===== src/shared/eapi_map.svh =====
/*
 * register offsets, reset values, field positions and event codes of
 * the interrupt source prioritizer.
 * assumes a word-addressed register port with byte offsets below.
 */
`ifndef EAPI_MAP_SVH
`define EAPI_MAP_SVH

// ----------------------------------------------------------------
// register offsets
// ----------------------------------------------------------------
`define EAPI_OFS_CONFIG 8'h00
`define EAPI_OFS_LINE_PRI 8'h04
`define EAPI_OFS_PRI_A 8'h08
`define EAPI_OFS_PRI_D 8'h0C
`define EAPI_OFS_REQ_LATCH 8'h10
`define EAPI_OFS_MASK_SET 8'h14
`define EAPI_OFS_MASK_CLR 8'h18
`define EAPI_OFS_EVT_CODE 8'h1C
`define EAPI_OFS_THRESHOLD 8'h20

// ----------------------------------------------------------------
// config fields
// ----------------------------------------------------------------
`define EAPI_CFG_LHO_BIT 0
`define EAPI_CFG_ATU_BIT 1
`define EAPI_CFG_EDGE_LSB 8

// ----------------------------------------------------------------
// reset values
// ----------------------------------------------------------------
`define EAPI_RST_PRI32 32'h0000_0000
`define EAPI_RST_PRI16 16'h0000
`define EAPI_RST_MASK 8'h00
`define EAPI_RST_EVT 12'h000
`define EAPI_RST_THR 4'h0
`define EAPI_RST_IRL_B 4'hF

// ----------------------------------------------------------------
// priority fields within priority_reg_a, priority_reg_d and the line priority register
// ----------------------------------------------------------------
`define EAPI_PRA_TMR0_MSB 15
`define EAPI_PRA_TMR1_MSB 11
`define EAPI_PRA_TMR2_MSB 7
`define EAPI_PRA_RTC_MSB 3
`define EAPI_PRD_PINA_MSB 15
`define EAPI_PRD_PINB_MSB 11
`define EAPI_LINE_PRI_MSB 31

// ----------------------------------------------------------------
// event codes
// ----------------------------------------------------------------
`define EAPI_EVT_NONE 12'h000
`define EAPI_EVT_STEP 12'h020
`define EAPI_EVT_IRL_BASE 12'h200
`define EAPI_EVT_LINE_BASE 12'h600
`define EAPI_EVT_TMR0 12'h400
`define EAPI_EVT_TMR1 12'h420
`define EAPI_EVT_TMR2 12'h440
`define EAPI_EVT_RTC_ALM 12'h480
`define EAPI_EVT_RTC_PER 12'h4A0
`define EAPI_EVT_RTC_CRY 12'h4C0
`define EAPI_EVT_PINA 12'h4E0
`define EAPI_EVT_PINB 12'h500

`endif


===== src/shared/eapi_pkg.sv =====
/*
 * types of the interrupt source prioritizer.
 * assumes nothing beyond a systemverilog compiler.
 */
package eapi_pkg;

	typedef logic [3:0] eapi_lvl_t;
	typedef logic [11:0] eapi_code_t;

	// noise canceller state
	typedef struct packed {
		logic [3:0] prev_b;
		eapi_lvl_t lvl;
	} eapi_flt_s;

	// state of the prioritizer outside its noise canceller
	typedef struct packed {
		logic [7:0] ln_s1;
		logic [7:0] ln_s2;
		logic [7:0] ln_s3;
		logic [7:0] pa_s1;
		logic [7:0] pa_s2;
		logic [3:0] pb_s1;
		logic [3:0] pb_s2;
		logic [3:0] il_s1;
		logic [3:0] il_s2;
		logic tk_s1;
		logic tk_s2;
		logic tk_s3;
		logic cfg_lho;
		logic cfg_atu;
		logic [7:0] cfg_edge;
		logic [31:0] pri_line;
		logic [15:0] pri_a;
		logic [15:0] pri_d;
		logic [7:0] latch;
		logic [7:0] mask;
		eapi_code_t evt;
		eapi_lvl_t thr;
		logic req;
		eapi_lvl_t lvl;
		eapi_code_t code;
		logic src_irl;
		logic [31:0] rdata;
	} eapi_state_s;

endpackage


===== src/shared/eapi_flt_if.sv =====
/*
 * link between the prioritizer and its encoded-level noise canceller.
 * assumes both ends share one clock.
 */
`timescale 1ns/100ps

interface eapi_flt_if;
	logic [3:0] raw_b;
	logic sample;
	logic [3:0] level;

	modport host (output raw_b, output sample, input level);
	modport filt (input raw_b, input sample, output level);
endinterface


===== src/hw/eapi_irl_filter.sv =====
/*
 * two-sample noise canceller for the active-low encoded level inputs.
 * assumes raw_b is already synchronised to clock_in.
 */
`timescale 1ns/100ps
`include "eapi_map.svh"

module eapi_irl_filter (
	// clock and reset
	input wire logic clock_in,
	input wire logic rst_b_in,
	// filter link
	eapi_flt_if.filt flt
);
	import eapi_pkg::*;

	eapi_flt_s st_q;
	eapi_flt_s st_d;

	always_comb begin
		st_d = st_q;
		if (flt.sample) begin
			st_d.prev_b = flt.raw_b; // RQ6
			// all zeros means level 15, all ones means no request
			if (flt.raw_b == st_q.prev_b) begin
				st_d.lvl = ~flt.raw_b; // RQ5 RQ6
			end
		end
	end

	always_ff @(posedge clock_in or negedge rst_b_in) begin
		if (!rst_b_in) begin
			st_q <= '{prev_b: `EAPI_RST_IRL_B, lvl: 4'h0};
		end else begin
			st_q <= st_d;
		end
	end

	assign flt.level = st_q.lvl;
endmodule


===== src/hw/eapi_top.sv =====
/*
 * interrupt source prioritizer: eight request lines, encoded level
 * inputs, two pin groups and six on-chip peripheral requests, ranked
 * into one request with level and event code toward the cpu.
 * assumes pins are asynchronous, peripheral requests and cpu accept
 * come from clock_in logic, and rtc_tick_in is a slow rtc clock level.
 */
// Local design decisions: the address map and the plain strobed port.
// Overview of operation
// [RQ1] with level hold on, a detected line request is latched and kept
// [RQ2] latched line cleared after negation by any accept or mask set
// [RQ3] software clears the latch before reopening acceptance
// [RQ4] on accept, threshold takes accepted level if auto update set
// [RQ5] encoded inputs active low: zeros mean 15, ones mean none
// [RQ6] encoded level recognised after two equal consecutive samples
// [RQ7] in standby the canceller samples only on rtc clock ticks
// [RQ8] source holds encoded level until handling begins, may raise it
// [RQ9] accepting an encoded-level request leaves the threshold alone
// [RQ10] pin groups a and b level sensed, priorities from reg d
// [RQ11] pin group source holds its request until handling starts
// [RQ12] each source has its own code, stored on accept
// [RQ13] four-bit programmable priorities, reset to level 0
// [RQ14] equal priorities resolved by a fixed default order
// [RQ15] software edits priorities only while the gate bit is set
// [RQ16] software edits peripheral flags only while blocked or masked
// [RQ17] accept with nothing pending stores event code 0
// [RQ18] encoded value k gives code 0x200 plus 0x20 k, level 15 minus k
// [RQ19] lines 0 to 7 give codes 0x600 to 0x6E0, priorities msb first
// [RQ20] timers give 0x400, 0x420, 0x440 with reg a nibbles
// [RQ21] rtc alarm, periodic, carry share reg a low nibble, alarm first
// [RQ22] pin group a gives 0x4E0, group b gives 0x500
// [RQ23] priority level 0 masks a source entirely
// [RQ24] with level hold off, level requests are not latched
// [RQ25] request forwarded only when level exceeds the threshold
// [RQ26] best source recomputed every cycle, level and code together
`timescale 1ns/100ps
`include "eapi_map.svh"

module eapi_top #(
	parameter int ADDR_W = 8
) (
	// clock and reset
	input wire logic clock_in,
	input wire logic rst_b_in,
	// register port
	input wire logic [ADDR_W-1:0] reg_addr_in,
	input wire logic [31:0] reg_wdata_in,
	input wire logic reg_wr_in,
	input wire logic reg_rd_in,
	output logic [31:0] reg_rdata_out,
	// external pins
	input wire logic [7:0] ext_line_in,
	input wire logic [3:0] encoded_level_inputs_b_in,
	input wire logic [7:0] pin_group_a_inputs_in,
	input wire logic [3:0] pin_group_b_inputs_in,
	// peripheral requests
	input wire logic [2:0] timer_underflow_in,
	input wire logic rtc_alarm_source_in,
	input wire logic rtc_periodic_source_in,
	input wire logic rtc_carry_source_in,
	// standby and rtc clock
	input wire logic standby_in,
	input wire logic rtc_tick_in,
	// cpu side
	input wire logic cpu_accept_in,
	output logic irq_req_out,
	output eapi_pkg::eapi_lvl_t irq_level_out,
	output eapi_pkg::eapi_code_t irq_code_out,
	output eapi_pkg::eapi_code_t interrupt_event_code_reg_out,
	output eapi_pkg::eapi_lvl_t cpu_level_threshold_out
);
	import eapi_pkg::*;

	localparam int NSRC = 17;

	eapi_state_s s_q;
	eapi_state_s s_d;
	eapi_flt_if flt_if();

	// ----------------------------------------------------------------
	// encoded-level noise canceller
	// ----------------------------------------------------------------
	eapi_irl_filter u_filter (
		.clock_in(clock_in),
		.rst_b_in(rst_b_in),
		.flt(flt_if.filt)
	);

	// the peripheral clock stops in standby, so only rtc ticks sample;
	// without a running rtc clock nothing is ever recognised there
	assign flt_if.raw_b = s_q.il_s2;
	assign flt_if.sample = !standby_in || (s_q.tk_s2 && !s_q.tk_s3); // RQ7

	// ----------------------------------------------------------------
	// source table, default order: index 0 ranks highest
	// ----------------------------------------------------------------
	eapi_lvl_t src_lvl [NSRC];
	eapi_code_t src_code [NSRC];
	logic [NSRC-1:0] src_pend;
	logic [7:0] line_req;
	logic [7:0] line_det;
	logic [7:0] line_clr;
	eapi_lvl_t line_lvl [8];
	eapi_code_t line_code [8];

	always_comb begin
		eapi_lvl_t k;
		k = ~flt_if.level;
		src_lvl[0] = flt_if.level; // RQ5
		src_code[0] = `EAPI_EVT_IRL_BASE +
			12'(`EAPI_EVT_STEP * k); // RQ18
		src_pend[0] = (flt_if.level != 4'h0);
		for (int i = 0; i < 8; i++) begin
			src_lvl[1+i] = line_lvl[i]; // RQ19
			src_code[1+i] = line_code[i]; // RQ19
			// a masked line still latches, it only stops requesting
			src_pend[1+i] = line_req[i] && !s_q.mask[i];
		end
		src_lvl[9] = s_q.pri_a[`EAPI_PRA_TMR0_MSB -: 4]; // RQ20
		src_lvl[10] = s_q.pri_a[`EAPI_PRA_TMR1_MSB -: 4];
		src_lvl[11] = s_q.pri_a[`EAPI_PRA_TMR2_MSB -: 4];
		src_code[9] = `EAPI_EVT_TMR0; // RQ20
		src_code[10] = `EAPI_EVT_TMR1;
		src_code[11] = `EAPI_EVT_TMR2;
		src_pend[11:9] = timer_underflow_in;
		// rtc sources share one nibble, alarm before periodic before carry
		src_lvl[12] = s_q.pri_a[`EAPI_PRA_RTC_MSB -: 4]; // RQ21
		src_lvl[13] = s_q.pri_a[`EAPI_PRA_RTC_MSB -: 4];
		src_lvl[14] = s_q.pri_a[`EAPI_PRA_RTC_MSB -: 4];
		src_code[12] = `EAPI_EVT_RTC_ALM; // RQ21
		src_code[13] = `EAPI_EVT_RTC_PER;
		src_code[14] = `EAPI_EVT_RTC_CRY;
		src_pend[12] = rtc_alarm_source_in;
		src_pend[13] = rtc_periodic_source_in;
		src_pend[14] = rtc_carry_source_in;
		src_lvl[15] = s_q.pri_d[`EAPI_PRD_PINA_MSB -: 4]; // RQ10
		src_lvl[16] = s_q.pri_d[`EAPI_PRD_PINB_MSB -: 4]; // RQ10
		src_code[15] = `EAPI_EVT_PINA; // RQ22
		src_code[16] = `EAPI_EVT_PINB; // RQ22
		src_pend[15] = |s_q.pa_s2; // RQ10
		src_pend[16] = |s_q.pb_s2; // RQ10
	end

	// ----------------------------------------------------------------
	// winner selection
	// ----------------------------------------------------------------
	eapi_lvl_t best_lvl;
	eapi_code_t best_code;
	logic best_irl;

	always_comb begin
		best_lvl = 4'h0;
		best_code = `EAPI_EVT_NONE;
		best_irl = 1'b0;
		// strictly greater keeps the earlier source on ties, and level
		// zero can never beat the starting value
		for (int i = 0; i < NSRC; i++) begin
			if (src_pend[i] && src_lvl[i] > best_lvl) begin // RQ14 RQ23
				best_lvl = src_lvl[i];
				best_code = src_code[i];
				best_irl = (i == 0);
			end
		end
	end

	// ----------------------------------------------------------------
	// register port decode
	// ----------------------------------------------------------------
	logic wr_cfg;
	logic wr_lpri;
	logic wr_pa;
	logic wr_pd;
	logic wr_mset;
	logic wr_mclr;
	logic wr_thr;
	logic [31:0] rd_val;

	always_comb begin
		wr_cfg = reg_wr_in && reg_addr_in == `EAPI_OFS_CONFIG;
		wr_lpri = reg_wr_in && reg_addr_in == `EAPI_OFS_LINE_PRI;
		wr_pa = reg_wr_in && reg_addr_in == `EAPI_OFS_PRI_A;
		wr_pd = reg_wr_in && reg_addr_in == `EAPI_OFS_PRI_D;
		wr_mset = reg_wr_in && reg_addr_in == `EAPI_OFS_MASK_SET;
		wr_mclr = reg_wr_in && reg_addr_in == `EAPI_OFS_MASK_CLR;
		wr_thr = reg_wr_in && reg_addr_in == `EAPI_OFS_THRESHOLD;
	end

	always_comb begin
		rd_val = 32'h0000_0000;
		case (reg_addr_in)
			`EAPI_OFS_CONFIG: begin
				rd_val[`EAPI_CFG_LHO_BIT] = s_q.cfg_lho;
				rd_val[`EAPI_CFG_ATU_BIT] = s_q.cfg_atu;
				rd_val[`EAPI_CFG_EDGE_LSB +: 8] = s_q.cfg_edge;
			end
			`EAPI_OFS_LINE_PRI: rd_val = s_q.pri_line;
			`EAPI_OFS_PRI_A: rd_val[15:0] = s_q.pri_a;
			`EAPI_OFS_PRI_D: rd_val[15:0] = s_q.pri_d;
			`EAPI_OFS_REQ_LATCH: rd_val[7:0] = s_q.latch;
			`EAPI_OFS_MASK_SET: rd_val[7:0] = s_q.mask;
			`EAPI_OFS_EVT_CODE: rd_val[11:0] = s_q.evt;
			`EAPI_OFS_THRESHOLD: rd_val[3:0] = s_q.thr;
			default: rd_val = 32'h0000_0000;
		endcase
	end

	// ----------------------------------------------------------------
	// per-line request sensing
	// ----------------------------------------------------------------
	// a rising-edge line always goes through the latch, so a pulse
	// shorter than the handler entry is kept until the next accept of any source or a mask set write for its line
	for (genvar g = 0; g < 8; g++) begin : g_line
		assign line_det[g] = s_q.cfg_edge[g] ?
			(s_q.ln_s2[g] && !s_q.ln_s3[g]) :
			(s_q.ln_s2[g] && !s_q.cfg_lho); // RQ1 RQ24
		assign line_req[g] = (s_q.cfg_lho && !s_q.cfg_edge[g]) ?
			s_q.ln_s2[g] : s_q.latch[g]; // RQ1 RQ24
		// a line still high would only set its latch again at once
		assign line_clr[g] = !s_q.ln_s2[g] && (cpu_accept_in ||
			(wr_mset && reg_wdata_in[g])); // RQ2
		assign line_lvl[g] =
			s_q.pri_line[`EAPI_LINE_PRI_MSB-4*g -: 4]; // RQ19
		assign line_code[g] = `EAPI_EVT_LINE_BASE +
			12'(`EAPI_EVT_STEP * g); // RQ19
	end

	// ----------------------------------------------------------------
	// next state
	// ----------------------------------------------------------------
	always_comb begin
		s_d = s_q;

		// pin synchronisers
		s_d.ln_s1 = ext_line_in;
		s_d.ln_s2 = s_q.ln_s1;
		s_d.ln_s3 = s_q.ln_s2;
		s_d.pa_s1 = pin_group_a_inputs_in;
		s_d.pa_s2 = s_q.pa_s1;
		s_d.pb_s1 = pin_group_b_inputs_in;
		s_d.pb_s2 = s_q.pb_s1;
		s_d.il_s1 = encoded_level_inputs_b_in;
		s_d.il_s2 = s_q.il_s1;
		s_d.tk_s1 = rtc_tick_in;
		s_d.tk_s2 = s_q.tk_s1;
		s_d.tk_s3 = s_q.tk_s2;

		// software writes
		if (wr_cfg) begin
			s_d.cfg_lho = reg_wdata_in[`EAPI_CFG_LHO_BIT];
			s_d.cfg_atu = reg_wdata_in[`EAPI_CFG_ATU_BIT];
			s_d.cfg_edge = reg_wdata_in[`EAPI_CFG_EDGE_LSB +: 8];
		end
		if (wr_lpri) begin
			s_d.pri_line = reg_wdata_in; // RQ13
		end
		if (wr_pa) begin
			s_d.pri_a = reg_wdata_in[15:0]; // RQ13
		end
		if (wr_pd) begin
			s_d.pri_d = reg_wdata_in[15:0]; // RQ13
		end
		if (wr_mclr) begin
			s_d.mask = s_d.mask & ~reg_wdata_in[7:0];
		end
		if (wr_mset) begin
			s_d.mask = s_d.mask | reg_wdata_in[7:0];
		end

		// request latch: set beats clear in the same cycle
		s_d.latch = line_det | (s_q.latch & ~line_clr); // RQ1 RQ2

		// cpu acceptance
		if (wr_thr) begin
			s_d.thr = reg_wdata_in[3:0];
		end
		if (cpu_accept_in) begin
			// accept racing a flag change may see nothing pending
			s_d.evt = s_q.req ? s_q.code : `EAPI_EVT_NONE; // RQ12 RQ17
			if (s_q.req && s_q.cfg_atu && !s_q.src_irl) begin // RQ4 RQ9
				s_d.thr = s_q.lvl; // RQ4
			end
		end

		// presented request, level and code move together
		s_d.req = best_lvl > s_d.thr; // RQ25
		s_d.lvl = best_lvl; // RQ26
		s_d.code = best_code; // RQ26
		s_d.src_irl = best_irl;

		// read data stands one cycle only
		s_d.rdata = reg_rd_in ? rd_val : 32'h0000_0000;
	end

	// ----------------------------------------------------------------
	// state register
	// ----------------------------------------------------------------
	always_ff @(posedge clock_in or negedge rst_b_in) begin
		if (!rst_b_in) begin
			s_q <= '0;
			s_q.pri_line <= `EAPI_RST_PRI32; // RQ13
			s_q.pri_a <= `EAPI_RST_PRI16; // RQ13
			s_q.pri_d <= `EAPI_RST_PRI16; // RQ13
			s_q.mask <= `EAPI_RST_MASK;
			s_q.evt <= `EAPI_RST_EVT;
			s_q.thr <= `EAPI_RST_THR;
			s_q.il_s1 <= `EAPI_RST_IRL_B;
			s_q.il_s2 <= `EAPI_RST_IRL_B;
		end else begin
			s_q <= s_d;
		end
	end

	// ----------------------------------------------------------------
	// outputs
	// ----------------------------------------------------------------
	assign reg_rdata_out = s_q.rdata;
	assign irq_req_out = s_q.req;
	assign irq_level_out = s_q.lvl;
	assign irq_code_out = s_q.code;
	assign interrupt_event_code_reg_out = s_q.evt;
	assign cpu_level_threshold_out = s_q.thr;
endmodule


===== config.mk =====
export PLATFORM = sky130hd
export DESIGN_NAME = eapi_top
export DESIGN_NICKNAME = d
export VERILOG_FILES = /design/src/shared/eapi_pkg.sv /design/src/shared/eapi_flt_if.sv /design/src/hw/eapi_irl_filter.sv /design/src/hw/eapi_top.sv
export VERILOG_INCLUDE_DIRS = /design/src /design/src/shared
export SDC_FILE = /design/constraint.sdc
export NUM_CORES = 1
export LEC_CHECK = 0
export ABC_AREA = 1
export BUFFER_PORTS_ARGS = -buffer_cell sky130_fd_sc_hd__buf_4
export CAP_MARGIN = 25
export CORE_ASPECT_RATIO = 1.75
export CORE_MARGIN = 5
export CORE_UTILIZATION = 59
export CTS_BUF_LIST = sky130_fd_sc_hd__clkbuf_16
export DETAILED_ROUTE_END_ITERATION = 8
export PLACE_DENSITY = 0.83
export SYNTH_ARGS = -nofsm -noshare
export SYNTH_HDL_FRONTEND = slang
export SYNTH_SLANG_ARGS = --single-unit

===== constraint.sdc =====
create_clock -name clock_in -period 20.7 [get_ports clock_in]
set_input_delay 4.14 -clock clock_in [delete_from_list [all_inputs] [get_ports clock_in]]
set_output_delay 4.14 -clock clock_in [all_outputs]
set_load 0.01 [all_outputs]

Yosys cells after proc, flatten, opt, wreduce, memory -nomap -nowiden
Cells that the tools add are included.

cells by class
  bitwise logic cells = 8
  reductions and logical operators = 125
  eq/ne operators = 9
  magnitude comparators = 18
  add/sub/neg operators = 1
  muxes and demuxes = 80

operators by type and width
  cell                   number
  $mux 12                17
  $mux 4                 20
  $logic_and 1x1->1      75
  $gt 4x4->1             17
  $logic_not 1->1        36
  $mux 1                 33
  $eq 8x5->1 const B     4
  $mux 32                1
  $pmux 4 s6             1
  $pmux 4 s5             1
  $and 8x8->8            2
  $eq 8x4->1 const B     2
  $mux 16                1
  $mux 8                 2
  $not 8->8              2
  $or 8x8->8             2
  $pmux 2 s8             1
  $pmux 4 s4             1
  $pmux 2 s7             1
  $add 10x9->11 const A  1
  $mux 11                1
  $logic_or 1x1->1       9
  $eq 8x3->1 const B     1
  $eq 8x6->1 const B     1
  8 further kinds        9

word-level totals
  flip-flop bits (word level) = 223
  word-level logic and storage cells = 270
  input port bits = 77
  output and inout port bits = 65

Longest topological paths before layout
  word-level depth = 52
  mapped depth = 153
  depth with buffers taken out = 142

Cells and area by module
From an unflattened synthesis, not the netlist that was laid out.

second synthesis, totals
  cells, all modules = 1409
  area, all modules = 11803.8 um2

modules (own cells, without submodules)
  module           area each (um2)  times used  seq. area each (um2)  cells each
  eapi_top         11308.3          1           5089.9                1353
  eapi_irl_filter  495.5            1           205.2                 56

Worst setup path after synthesis
OpenSTA, ideal clock, no wires.

  path kind = flip-flop to flip-flop
  start = register u_filter.st_q, in the netlist u_filter.flt.level[2]
  end = register s_q, in the netlist irq_req_out
  period minus slack after synthesis = 16089 ps
  path buffers = 12
  arrival = 15958 ps
  stages on the path, launching flop included = 141
  path slack = 4611 ps
  setup time = 131 ps
  data required time = 20569 ps
  cells stage by stage = dfrtp_1 -> inv_1 -> ha_1 -> nand2_1 -> o21ai_1 -> nor2_2 -> nand2_2 -> nand2_1 -> o21ai_0 -> ha_1 -> inv_1 -> o21bai_1 -> nand4_1 -> nand2_2 -> nand2_1 -> buf_6 -> nand2_1 -> o21ai_0 -> (+105 left out) -> buf_6 -> nand3_1 -> o21ai_0 -> inv_1 -> ha_1 -> nand2_1 -> nor2_1 -> nand3_1 -> nand2_1 -> inv_2 -> buf_6 -> nand3_1 -> nand2_1 -> ha_1 -> inv_1 -> nor2_1 -> o21ai_0 -> a32oi_1

RTL lines
  what                    line                   source
  from (decl)             eapi_irl_filter.sv:17  eapi_flt_s st_q;
  from (signal assigned)  eapi_irl_filter.sv:33  st_q <= '{prev_b: `EAPI_RST_IRL_B, lvl: 4'h0};
  from (signal assigned)  eapi_irl_filter.sv:35  st_q <= st_d;
  to (decl)               eapi_top.sv:76         eapi_state_s s_q;

==> results.sh <==
export IMPL_slowest_stage_delay_on_critical_path_ns=0.45
export IMPL_core_area_um2=19200
export IMPL_maxCapViolCount=0
export IMPL_drt_iter0_markers=1016
export IMPL_detailedPlacementHpwl_um=24500
export IMPL_clkLatencyLatePin_ns=0.53
export IMPL_detailed_routing_iterations_pass_1=6
export IMPL_final_max_slew_violation_count=0
export IMPL_finalWeightedCongestion=0.990
export IMPL_h_tree_depth=1
export IMPL_yosys_register_bits=211
export IMPL_final_cell_count_no_fill=1720
export IMPL_nNetsFinal=1589
export IMPL_min_period_over_period_pct=91.2
export IMPL_proportion_of_layout_cells_with_a_drive_suffix_above_1_pct=16.8
export IMPL_grt_pass1_wl_um=50600
export IMPL_synth_seq_area_share_pct=46.0
export IMPL_grt_overflow_total=0
export IMPL_most_frequent_standard_cell_in_the_layout_excluding_fill_and_tap_cells="nand2_1"
export IMPL_tightest_slew_ns=1.09
export IMPL_routedWlPerCell_um=18.8
export IMPL_synthesis_yosys_warnings=0
export IMPL_data_arrival_critical_path_ns=19.31
export IMPL_floorplan_die_area_um2=22500
export IMPL_cts_path_max_buffers=3
export IMPL_finalSetupViolations=0
export IMPL_portBuffers=129
export IMPL_dp_slack_ns=1.89
export IMPL_timing_hold_worst_class="reg -> reg"
export IMPL_hold_slack_ns=0.344
export IMPL_critical_path_most_common_cell="nand2_1"
export IMPL_most_common_layout_cells="304 x nand2_1, 199 x dfrtp_1, 192 x inv_1"
export IMPL_grt_pass1_vias=9981
export IMPL_detail_route_vias_per_cell=5.78
export IMPL_post_cts_hold_buffer_count=0
export IMPL_num_io_pins=142
export IMPL_avg_inst_size_synth_um2=8.24
export IMPL_synthCells=1397
export IMPL_run_status="finished, final reports clean"
export IMPL_cts_tree="built"
export IMPL_drt_antenna_violating_nets=0
export IMPL_finish_utilization_pct=66.8
export IMPL_antenna_found_initial=0
export IMPL_grt_max_degree=77
export IMPL_clkTransAtPathRegs_ns=0.06
export IMPL_starting_density_of_the_core_pct=60.0
export IMPL_setup_worst_path_end_class="flop"
export IMPL_clock_root_buffer="clkbuf_16"
export IMPL_dr_total_vias=9939
export IMPL_worst_endpoint_required_ns=21.14
export IMPL_relSlewSlack_pct=27.1
export IMPL_syn_to_final_growth_pct=11.4
export IMPL_die_width_um=116
export IMPL_drt_wl_total_um=32400
export IMPL_category_of_the_most_critical_setup_path="reg -> reg"
export IMPL_insertedDiodeCount=0
export IMPL_post_layout_worst_setup_margin_ns=1.82
export IMPL_drc=0
export IMPL_chipHeight_um=195
export IMPL_critical_path_slowest_cell="dfrtp_1"
export IMPL_syn_cell_area_um2=11500
export IMPL_maxClockFrequency_mhz=53.0
export IMPL_period_minus_slack_ns=18.88
export IMPL_dp_cells=1682
export IMPL_final_setup_skew_ns=0.0300
export IMPL_setup_worst_path_start_class="flop"
export IMPL_globalRouteTotalUtil_pct=28.6
export IMPL_core_rowCount=67
export IMPL_tritoncts_num_sinks=211
export IMPL_crit_fanout=14
export IMPL_synth_cell_types=46
export IMPL_cts_buffers_inserted=20
export IMPL_report_final_hold_viol_count=0
## state kept, by name, indices dropped and copies added, names as in the netlist, named ones only
register                      count
cpu_level_threshold_out           4
interrupt_event_code_reg_out      6
u_filter.st_q                     4
reg_rdata_out                    32
irq_level_out                     4
u_filter.flt.level                4
flt_if.raw_b                      4
s_d                              34
irq_code_out                      6
irq_req_out                       1
line_lvl                         32
s_q                              72
## cell type report
class | count | area, um2
clock buffer | 20 | 500
timing repair buffer | 134 | 1020
multi-input combinational | 909 | 4850
sequential | 211 | 5300
inverter | 189 | 709
fill | 1573 | 6370
tap | 241 | 302
clock inverter | 16 | 146
## worst paths after layout
| check | start | endpoint | slack (ns) | cells after the start |
|---|---|---|---|---|
| max in group asynchronous | rst_b_in | reg_rdata_out[17] | 15.77 | 2 |
| setup reg to reg | u_filter.flt.level[2] | irq_req_out | 1.82 | 122 |
| hold reg to reg | s_d[199] | s_d[191] | 0.34 | 0 |
| hold / removal | s_d[199] | s_d[191] | 0.34 | 0 |
| min in group asynchronous | rst_b_in | irq_level_out[1] | 3.59 | 1 |
| setup / recovery | u_filter.flt.level[2] | irq_req_out | 1.82 | 122 |
## logic make-up (layout without fill, tap and decap cells)
| group | Yosys count | in the layout | synth area share (%) |
|---|---|---|---|
| flops | 211 | 211 | 46.0 |
| simple gates | 583 | 583 | 23.1 |
| buf+inv | 288 | 359 | 12.2 |
| compound gates | 258 | 258 | 12.6 |
| xor+xnor | 1 | 1 | 0.0761 |
| mux | 8 | 8 | 0.783 |
| fa+ha+maj | 47 | 47 | 5.11 |
| other cells | 1 | 12 | 0.0326 |
## timing repair
| action | in CTS | in global routing |
|---|---|---|
| endpoints found under the setup margin | 0 | 1 |
| hold endpoints to repair | 0 | 0 |
| gates resized for setup | 0 | 4 |
| setup buffers | 0 | 0 |
## worst max-delay path: cells and delay by family (launching register included)
family	cells	cell delay, ns
and+or+nand+nor	66	7.86
adders and majority gates	17	5.25
AOI/OAI and AO/OA	25	4.43
buffers and inverters	14	0.73
DFF	1	0.45
## through the flow
step	area, um2	TNS, ns
final	12800	0
after global placement	12200	0
after floorplan	11600	0
after detailed placement	12200	0
after global routing	12800	-0.00119
after CTS	12800	0
## cells in the mapped netlist, drive strengths merged
cell type    n  area (um2)
a2111oi      3        26.3
a211oi       2        15.0
a21boi       2        15.0
a21oi       51         255
a221o        1        10.0
a221oi       6        52.6
a22o         1        8.76
a31oi        6        37.5
a32oi        1        8.76
a41oi        4        35.0
and2         1        6.26
buf         77         617
clkbuf      22        82.6
clkinv       2        7.51
conb         1        3.75
dfrtp      199        4980
dfstp       12         315
ha          47         588
inv        187         702
mux2         8        90.1
nand2      334        1360
nand3      129         711
nand4        8        50.1
nor2        90         423
nor3        14        70.1
nor3b        1        7.51
nor4         5        31.3
o211ai       5        37.5
o21a         2        15.0
o21ai      143         716
o21bai      18         135
o221ai       1        8.76
o22ai       11        68.8
o31ai        1        7.51
or4          1        7.51
xor2         1        8.76
## layer usage
metal	vias up	global-route usage [%]	share of wire (%)
met5	-	0	0
met4	0	16.0	6.6
met3	136	3.70	6.9
met2	483	51.8	53
met1	4705	31.5	34
li1	4615	-	-
Power is left out: the tool's default activity adds up to more than one toggle a clock period on the data nets, which glitch-free logic cannot reach.
